`config.mk`:
```
export PLATFORM = sky130hd
export DESIGN_NAME = fsc_top
export DESIGN_NICKNAME = d
export VERILOG_FILES = /design/src/logic/fsc_pkg.sv /design/src/logic/fsc_pend.sv /design/src/logic/fsc_top.sv
export SDC_FILE = /design/constraint.sdc
export NUM_CORES = 1
export LEC_CHECK = 0
export BUFFER_PORTS_ARGS = -buffer_cell sky130_fd_sc_hd__buf_2
export CAP_MARGIN = 20
export CORE_ASPECT_RATIO = 1.1
export CORE_MARGIN = 1.5
export CORE_UTILIZATION = 47
export DETAILED_ROUTE_END_ITERATION = 6
export PLACE_DENSITY = 0.77
export RECOVER_POWER = 50
export SYNTH_ARGS = -nofsm -noshare
export SYNTH_HDL_FRONTEND = slang
export SYNTH_SLANG_ARGS = --single-unit
```
`constraint.sdc`:
```
create_clock -name hclk -period 2.06 [get_ports hclk]
set_input_delay 0.515 -clock hclk [delete_from_list [all_inputs] [get_ports hclk]]
set_output_delay 0.515 -clock hclk [all_outputs]
set_load 0.01 [all_outputs]
```
`src/logic/fsc_pkg.sv`:
```
// Function
// - An imprecise data bus error stays pending while the running priority beats the handler.
// - A precise fault arriving before the imprecise handler starts leaves both flags set.
// - A data bus error tied to the stacked return address sets the precise flag.
// - Every precise data bus error latches its access address into bus_fault_address_reg.
// - A prefetch bus error sets fetch_bus_err_flag only when that instruction is issued.
// - Fetch and imprecise errors never update bus_fault_address_reg.
// - mem_fault_addr_valid reads 1 only while mem_fault_address_reg holds a fault address.
// - Status bits 6:5 are read-only zero and software preserves them.
// - All flags reset to 0 and each clears when software writes 1 to it.
package fsc_pkg;
  // Register byte offsets within the slave window
  localparam logic [7:0]  ADDR_STATUS   = 8'h00;
  localparam logic [7:0]  ADDR_BUS_ADDR = 8'h04;
  localparam logic [7:0]  ADDR_MEM_ADDR = 8'h08;
  localparam logic [7:0]  ADDR_PRIO     = 8'h0c;
  localparam logic [7:0]  ADDR_PEND     = 8'h10;
  // Status bit positions
  localparam int unsigned BIT_STK_VIOL  = 4;
  localparam int unsigned BIT_MEM_VALID = 7;
  localparam int unsigned BIT_FETCH     = 8;
  localparam int unsigned BIT_PRECISE   = 9;
  localparam int unsigned BIT_IMPRECISE_BUS_ERR_FLAG     = 10;
  // Pending register bit positions
  localparam int unsigned BIT_PEND      = 0;
  localparam int unsigned BIT_ACTIVE    = 1;
  // Widths and reset values
  localparam int unsigned PRIO_W        = 8;
  localparam logic [7:0]  PRIO_RESET    = 8'h00;
  localparam logic [31:0] ADDR_RESET    = 32'h0000_0000;
  localparam logic [31:0] DATA_ZERO     = 32'h0000_0000;
  localparam logic [1:0]  HTRANS_NONSEQ = 2'h2;
  localparam logic        HRESP_OKAY    = 1'h0;
  // Imprecise error tracking states
  typedef enum logic [1:0] {FSC_IDLE, FSC_PENDING, FSC_ACTIVE} fsc_pend_state_t;
endpackage

```
`src/logic/fsc_pend.sv`:
```
`timescale 1ns/1ps
// Holds an imprecise bus error until the core priority lets its handler run
module fsc_pend (
  input  wire logic                     hclk,
  input  wire logic                     hresetn,
  input  wire logic                     ce,
  input  wire logic                     err_evt,
  input  wire logic [fsc_pkg::PRIO_W-1:0] cur_prio,
  input  wire logic [fsc_pkg::PRIO_W-1:0] handler_prio,
  input  wire logic                     handler_entry,
  output logic                          pending,
  output logic                          activate
);
  typedef struct packed {
    fsc_pkg::fsc_pend_state_t state;
    logic                     pending;
    logic                     activate;
  } fsc_pend_st_t;

  fsc_pend_st_t st;
  fsc_pend_st_t next_st;

  // Lower number is higher priority; run only once every stronger context has returned
  always_comb
  begin
    next_st = st;
    unique case (st.state)
      fsc_pkg::FSC_IDLE:
        if (err_evt)
          next_st.state = fsc_pkg::FSC_PENDING;
      fsc_pkg::FSC_PENDING:
        if (cur_prio > handler_prio)
          next_st.state = fsc_pkg::FSC_ACTIVE;
      fsc_pkg::FSC_ACTIVE:
        if (handler_entry && !err_evt)
          next_st.state = fsc_pkg::FSC_IDLE;
        else if (handler_entry)
          next_st.state = fsc_pkg::FSC_PENDING;
      default:
        next_st.state = fsc_pkg::FSC_IDLE;
    endcase
    next_st.pending  = (next_st.state == fsc_pkg::FSC_PENDING);
    next_st.activate = (next_st.state == fsc_pkg::FSC_ACTIVE);
  end

  // State freezes while the clock enable is low
  always_ff @(posedge hclk or negedge hresetn)
  begin
    if (!hresetn)
      st <= '{fsc_pkg::FSC_IDLE, 1'b0, 1'b0};
    else if (ce)
      st <= next_st;
  end

  assign pending  = st.pending;
  assign activate = st.activate;

  pend_hold_a: assert property (@(posedge hclk) disable iff (!hresetn)
    ce && st.pending && (cur_prio <= handler_prio) |=> !st.activate)
    else $error("imprecise error activated under higher priority");
endmodule

```
`src/logic/fsc_top.sv`:
```
// The AHB-Lite slave port and the address map are this design's own decisions.
`timescale 1ns/1ps
// Fault status capture with an AHB-Lite register slave
module fsc_top (
  input  wire logic                       hclk,
  input  wire logic                       hresetn,
  input  wire logic                       ce,
  input  wire logic                       hsel,
  input  wire logic [31:0]                haddr,
  input  wire logic [1:0]                 htrans,
  input  wire logic                       hwrite,
  input  wire logic [2:0]                 hsize,
  input  wire logic                       hready,
  input  wire logic [31:0]                hwdata,
  input  wire logic                       imprecise_err_evt,
  input  wire logic                       precise_err_evt,
  input  wire logic [31:0]                precise_addr,
  input  wire logic                       fetch_err_evt,
  input  wire logic                       fetch_issue,
  input  wire logic                       fetch_flush,
  input  wire logic                       mem_fault_evt,
  input  wire logic [31:0]                mem_fault_addr,
  input  wire logic                       stacking_viol_evt,
  input  wire logic [fsc_pkg::PRIO_W-1:0] cur_prio,
  input  wire logic                       handler_entry,
  output logic [31:0]                     hrdata,
  output logic                            hreadyout,
  output logic                            hresp,
  output logic                            imprecise_pending,
  output logic                            imprecise_activate
);
  typedef struct packed {
    logic [31:0]                hrdata;
    logic                       hreadyout;
    logic                       hresp;
    logic                       dp_write;
    logic [7:0]                 dp_addr;
    logic                       imprecise_bus_err_flag;
    logic                       precise;
    logic                       fetch;
    logic                       valid;
    logic                       stk;
    logic                       fetch_marked;
    logic [31:0]                bus_addr;
    logic [31:0]                mem_addr;
    logic [fsc_pkg::PRIO_W-1:0] handler_prio;
  } fsc_top_st_t;

  fsc_top_st_t st;
  fsc_top_st_t next_st;
  logic        addr_phase;
  logic        wr_status;
  logic [31:0] clr;
  logic        pend_q;
  logic        act_q;

  // A transfer is taken only when the bus is ready and the slave selected
  assign addr_phase = hsel && (htrans == fsc_pkg::HTRANS_NONSEQ) && hready;
  assign wr_status  = st.dp_write && (st.dp_addr == fsc_pkg::ADDR_STATUS);
  assign clr        = wr_status ? hwdata : fsc_pkg::DATA_ZERO;

  fsc_pend u_pend (
    .hclk          (hclk),
    .hresetn       (hresetn),
    .ce            (ce),
    .err_evt       (imprecise_err_evt),
    .cur_prio      (cur_prio),
    .handler_prio  (st.handler_prio),
    .handler_entry (handler_entry),
    .pending       (pend_q),
    .activate      (act_q)
  );

  // Register update; clears use write-one, sets are ORed in last so they win
  always_comb
  begin
    next_st = st;
    next_st.hreadyout = 1'b1;
    next_st.hresp     = fsc_pkg::HRESP_OKAY;
    next_st.dp_write  = addr_phase && hwrite;
    next_st.dp_addr   = haddr[7:0];
    next_st.imprecise_bus_err_flag   = (st.imprecise_bus_err_flag   & ~clr[fsc_pkg::BIT_IMPRECISE_BUS_ERR_FLAG])     | imprecise_err_evt;
    next_st.precise = (st.precise & ~clr[fsc_pkg::BIT_PRECISE])   | precise_err_evt;
    next_st.valid   = (st.valid   & ~clr[fsc_pkg::BIT_MEM_VALID]) | mem_fault_evt;
    next_st.stk     = (st.stk     & ~clr[fsc_pkg::BIT_STK_VIOL])  | stacking_viol_evt;
    // Prefetch error is only remembered; it counts once the instruction issues
    next_st.fetch   = (st.fetch   & ~clr[fsc_pkg::BIT_FETCH])
                      | (fetch_issue && (st.fetch_marked || fetch_err_evt));
    if (fetch_issue || fetch_flush)
      next_st.fetch_marked = 1'b0;
    else if (fetch_err_evt)
      next_st.fetch_marked = 1'b1;
    // Only the precise path owns the bus address; others leave it alone
    if (precise_err_evt)
      next_st.bus_addr = precise_addr;
    // Stacking violations carry no address, only access violations latch one
    if (mem_fault_evt)
      next_st.mem_addr = mem_fault_addr;
    if (st.dp_write && (st.dp_addr == fsc_pkg::ADDR_PRIO))
      next_st.handler_prio = hwdata[fsc_pkg::PRIO_W-1:0];
    // Read data reflect the state after this cycle's updates, except the pending register, which shows pend_q and act_q as they stand
    next_st.hrdata = fsc_pkg::DATA_ZERO;
    if (addr_phase && !hwrite)
    begin
      unique case (haddr[7:0])
        fsc_pkg::ADDR_STATUS:
        begin
          // Bits 6:5 and all others not assigned stay zero
          next_st.hrdata[fsc_pkg::BIT_IMPRECISE_BUS_ERR_FLAG]     = next_st.imprecise_bus_err_flag;
          next_st.hrdata[fsc_pkg::BIT_PRECISE]   = next_st.precise;
          next_st.hrdata[fsc_pkg::BIT_FETCH]     = next_st.fetch;
          next_st.hrdata[fsc_pkg::BIT_MEM_VALID] = next_st.valid;
          next_st.hrdata[fsc_pkg::BIT_STK_VIOL]  = next_st.stk;
        end
        fsc_pkg::ADDR_BUS_ADDR: next_st.hrdata = next_st.bus_addr;
        fsc_pkg::ADDR_MEM_ADDR: next_st.hrdata = next_st.mem_addr;
        fsc_pkg::ADDR_PRIO:     next_st.hrdata[fsc_pkg::PRIO_W-1:0] = next_st.handler_prio;
        fsc_pkg::ADDR_PEND:
        begin
          next_st.hrdata[fsc_pkg::BIT_PEND]   = pend_q;
          next_st.hrdata[fsc_pkg::BIT_ACTIVE] = act_q;
        end
        default:                next_st.hrdata = fsc_pkg::DATA_ZERO;
      endcase
    end
  end

  // Whole state frozen while clock enable is low, bus included
  always_ff @(posedge hclk or negedge hresetn)
  begin
    if (!hresetn)
    begin
      st              <= '0;
      st.hreadyout    <= 1'b1;
      st.bus_addr     <= fsc_pkg::ADDR_RESET;
      st.mem_addr     <= fsc_pkg::ADDR_RESET;
      st.handler_prio <= fsc_pkg::PRIO_RESET;
    end
    else if (ce)
      st <= next_st;
  end

  assign hrdata             = st.hrdata;
  assign hreadyout          = st.hreadyout;
  assign hresp              = st.hresp;
  assign imprecise_pending  = pend_q;
  assign imprecise_activate = act_q;

  both_kept_a: assert property (@(posedge hclk) disable iff (!hresetn)
    ce && st.imprecise_bus_err_flag && precise_err_evt && !wr_status |=> st.imprecise_bus_err_flag && st.precise)
    else $error("imprecise flag lost on precise fault");

  precise_set_a: assert property (@(posedge hclk) disable iff (!hresetn)
    ce && precise_err_evt |=> st.precise)
    else $error("precise flag not set");

  precise_addr_a: assert property (@(posedge hclk) disable iff (!hresetn)
    ce && precise_err_evt |=> st.bus_addr == $past(precise_addr))
    else $error("bus fault address not latched");

  fetch_discard_a: assert property (@(posedge hclk) disable iff (!hresetn)
    ce && !st.fetch && !fetch_issue |=> !st.fetch)
    else $error("fetch flag set without issue");

  addr_hold_a: assert property (@(posedge hclk) disable iff (!hresetn)
    ce && !precise_err_evt |=> $stable(st.bus_addr))
    else $error("bus fault address changed without precise error");

  valid_set_a: assert property (@(posedge hclk) disable iff (!hresetn)
    ce && mem_fault_evt |=> st.valid && st.mem_addr == $past(mem_fault_addr))
    else $error("memory fault address or valid wrong");

  reserved_zero_a: assert property (@(posedge hclk) disable iff (!hresetn)
    ce && addr_phase && !hwrite && haddr[7:0] == fsc_pkg::ADDR_STATUS |=> hrdata[6:5] == 2'h0)
    else $error("reserved status bits not zero");

  stk_noaddr_a: assert property (@(posedge hclk) disable iff (!hresetn)
    ce && stacking_viol_evt && !mem_fault_evt |=> st.stk && $stable(st.mem_addr))
    else $error("stacking violation mishandled");

  w1c_clear_a: assert property (@(posedge hclk) disable iff (!hresetn)
    ce && wr_status && hwdata[fsc_pkg::BIT_PRECISE] && !precise_err_evt |=> !st.precise)
    else $error("precise flag not cleared by write one");

  set_wins_a: assert property (@(posedge hclk) disable iff (!hresetn)
    ce && imprecise_err_evt && wr_status |=> st.imprecise_bus_err_flag)
    else $error("clear beat a same-cycle set");

  zero_keep_a: assert property (@(posedge hclk) disable iff (!hresetn)
    ce && st.stk && wr_status && !hwdata[fsc_pkg::BIT_STK_VIOL] |=> st.stk)
    else $error("writing zero cleared a flag");
endmodule

```
==> impl_results.md <==
- Buffers on Ports: 140
- Xor and xnor area share after synthesis: 0.00139
- H-tree depth: 4
- NumNets Final: between 800 and 900
- NetSw: approximately 1600 uW
- CTS Buf Count: 17
- Syn_nets: ~700
- Post-DRT Antenna Nets: 0
- Routed wire per std cell: 18.2 um
- Die Area: 0.0141 mm^2
- Slew Limit Fails: 0
- Final Routed Wirelength: ~15,000 um
- Slew Limit Headroom: 0.293
- Mapped Area: about 0.0063 mm^2
- Cell Rows: 44
- R2R cell count: 6
- Most frequent cells in the layout: buf_2 (138), dfrtp_1 (123), mux2_2 (81), mux2i_1 (68), o22ai_1 (31)
- Worst Max-Slew Pin Slew: around 1100 ps
- Unrepaired setup endpoints after global routing: true
- Setup-failing EPs final: 0
- Max-Cap Viols: 0
- Worst-path cell chain: or4_4 -> nor3_4 -> buf_12 -> mux2_4 -> a221oi_2 -> a21oi_1
- Worst setup path class: flop to flop
- Sequential share of the synthesized area: 0.490
- Initial drt markers: 218
- Largest net degree at the start of global routing: 120
- First-pass GRT wire length: 23,900 um
- Commonest non-fill, non-tap cell in the layout: buf_2
- Seq pwr share: 0.403
- Leakage power: roughly 0.0038 uW
- CP arrival: about 2300 ps
- Tmin final: around 2000 ps
- Synth async-reset ratio: 1.00
- Vias per cell: about 5.6
- CTS tree: built
- Cells after Synth: approximately 530
- Post-synth EDFFs: 0
- Clk slew on worst S/H paths: 60 ps
- Combinational Power Share: 0.124
- Die X-Extent: 113 um
- Switching share of power: 0.232
- Area growth from synthesis to layout: 24.3%
- Synth Area in Simple Gates: 0.0518
- GR Overflow Total: 0
- Num ports: 191
- Total track usage: 0.221
- Min-delay worst type: input port to flop
- F_max: between 500 and 600 MHz
- Largest family of logic cells by synthesized area: multiplexers
- Worst-Skew Late Latency: ~420 ps
- Syn_area_per_cell: about 12 um^2
- Worst-case clock skew: 5.60 ps
- Post-synthesis cell type count: 42
- Final Hold Violating Endpoints: 0
- Power per cell area: just under 900 mW/mm^2
- Critical path launch point type: flop
- Setup TNS: 0 ps
- Worst EP required: roughly 2400 ps
- Clock share of power: 0.474
- Longest Clk Path Bufs: 2
- Initial antenna violation count: 3
- Yosys reg bits: approximately 120
- Hold Path Stages: 2
- CTS Sinks: roughly 120
- Hold_ws: about 340 ps
- Status: finished, final reports clean
- P_int: 5330 uW
- Vias in the first global route: roughly 4,800
- Via Count: 4,670
- Synth Flop Type: dfrtp_1
- Mux cell area share after synthesis: 0.259
- DP Wirelength: approximately 11,000 um
- Final period util: 0.970
- Root Driver: clkbuf_16
- CP Capture Type: flop
- Highest cell delay on the worst timing path: between 500 and 600 ps
- Layout cells sized above 1: 0.441
- Die height: 124 um
- Adder-Cell Fraction of Synth Area: 0.0159
- VDD IR max: slightly above 0.4 mV
- GPL Wtd Cong: about 0.92
- Max Fanout on Critical Path: 5
- Yosys warns: 0
- DRC: 0
- Core Area: approximately 0.013 mm^2
- First drt pass iteration count: 4
- Slowest-stage cell, CP: or4_4
- Starting density of the core: 0.480
- Post-synthesis compound-gate area fraction: 0.114
critical path, delay by kind of cell, from the launching register on:
family	cells	cell delay (ps)
AND/OR/NAND/NOR	2	740
flip-flops	1	370
AO/OA/AOI/OAI	2	330
multiplexers	1	290
buffers and inverters	1	150
final cells by class:
type,instances,area [um^2]
tap,161,201
clock buffer,20,467
inverter,15,56.3
fill,1046,5300
clock inverter,12,193
timing repair buffer,172,975
antenna,2,5.00
sequential,123,3080
multi-input combinational,325,2830
state kept, by name (all words and copies together) (netlist names):
signal and flops:
hrdata 32, st 87, u_pend.activate 1, u_pend.pending 1
u_pend.st 2
cell families after synthesis:
| group | count (synthesis) |
|---|---|
| flip-flops | 123 |
| buffers and inverters | 78 |
| adder cells (fa/ha/maj) | 8 |
| XOR/XNOR | 1 |
| multiplexers | 152 |
| AO/OA/AOI/OAI | 102 |
| AND/OR/NAND/NOR | 60 |
| other | 2 |
worst paths after layout:
path | slack, ps | to | startpoint
worst max-delay path | 60 | hrdata[4] | st[82]
worst min-delay path | 340 | st[48] | precise_addr[8]
worst max register to register | 60 | hrdata[4] | st[82]
worst min register to register | 480 | st[75] | st[75]
max in group asynchronous | 280 | st[72] | hresetn
min in group asynchronous | 470 | hrdata[18] | hresetn
metrics by stage:
step / instances / power, uW / area, um^2 / worst slack [ps] / util
after floorplan: 526 / 3330 / 6310 / 20.9 / -
after global placement: 791 / 3640 / 7150 / -117 / 0.546
after detailed placement: 791 / 3700 / 7150 / -209 / 0.546
after CTS: 828 / 7000 / 7850 / 1.65 / 0.599
after global routing: 829 / 7190 / 7800 / -23.3 / 0.596
final: 830 / 6940 / 7810 / 61.2 / 0.596
timing repair:
item	in CTS	in global routing
endpoints found under the hold margin	4	0
setup buffers	4	0
hold buffers	1	0
endpoints found under the setup margin	1	5
pin swaps	4	4
resized for setup	1	3
metal layers:
metal / share of wire / GRT usage / wire (um) / vias to the layer above
met5: 0.0019 / 0 / 29 / -
met4: 0.016 / 0.0816 / 240 / 4
met3: 0.066 / 0.0710 / 1000 / 24
met2: 0.50 / 0.371 / 7530 / 158
met1: 0.42 / 0.265 / 6310 / 2310
li1: - / - / - / 2174
synthesized netlist by cell type (all sizes together) (3+ instances only):
cell     number  area share
nand2        18       0.011
o2bb2ai       3      0.0042
a32oi         6      0.0084
or3           3      0.0030
nand3         8      0.0064
ha            8       0.016
dfrtp       123        0.49
nand4         4      0.0040
buf          52       0.052
a21boi        3      0.0036
a21oi         9      0.0072
inv          15      0.0090
o21ai        16       0.013
or4           3      0.0042
clkbuf       11      0.0066
a31oi         3      0.0030
o22ai        31       0.031
nor2         12      0.0072
mux2         84        0.15
a22o         22       0.031
mux2i        68        0.11
power by group through the flow:
stage                     logic (uW)  clock network (uW)  registers (uW)
final                            858                3290            2790
after global routing             942                3430            2820
after CTS                        882                3330            2790
after detailed placement         873                   0            2830
after global placement           834                   0            2810
after floorplan                  530                   0            2800
No activity file was read; power rests on OpenSTA's default activity.
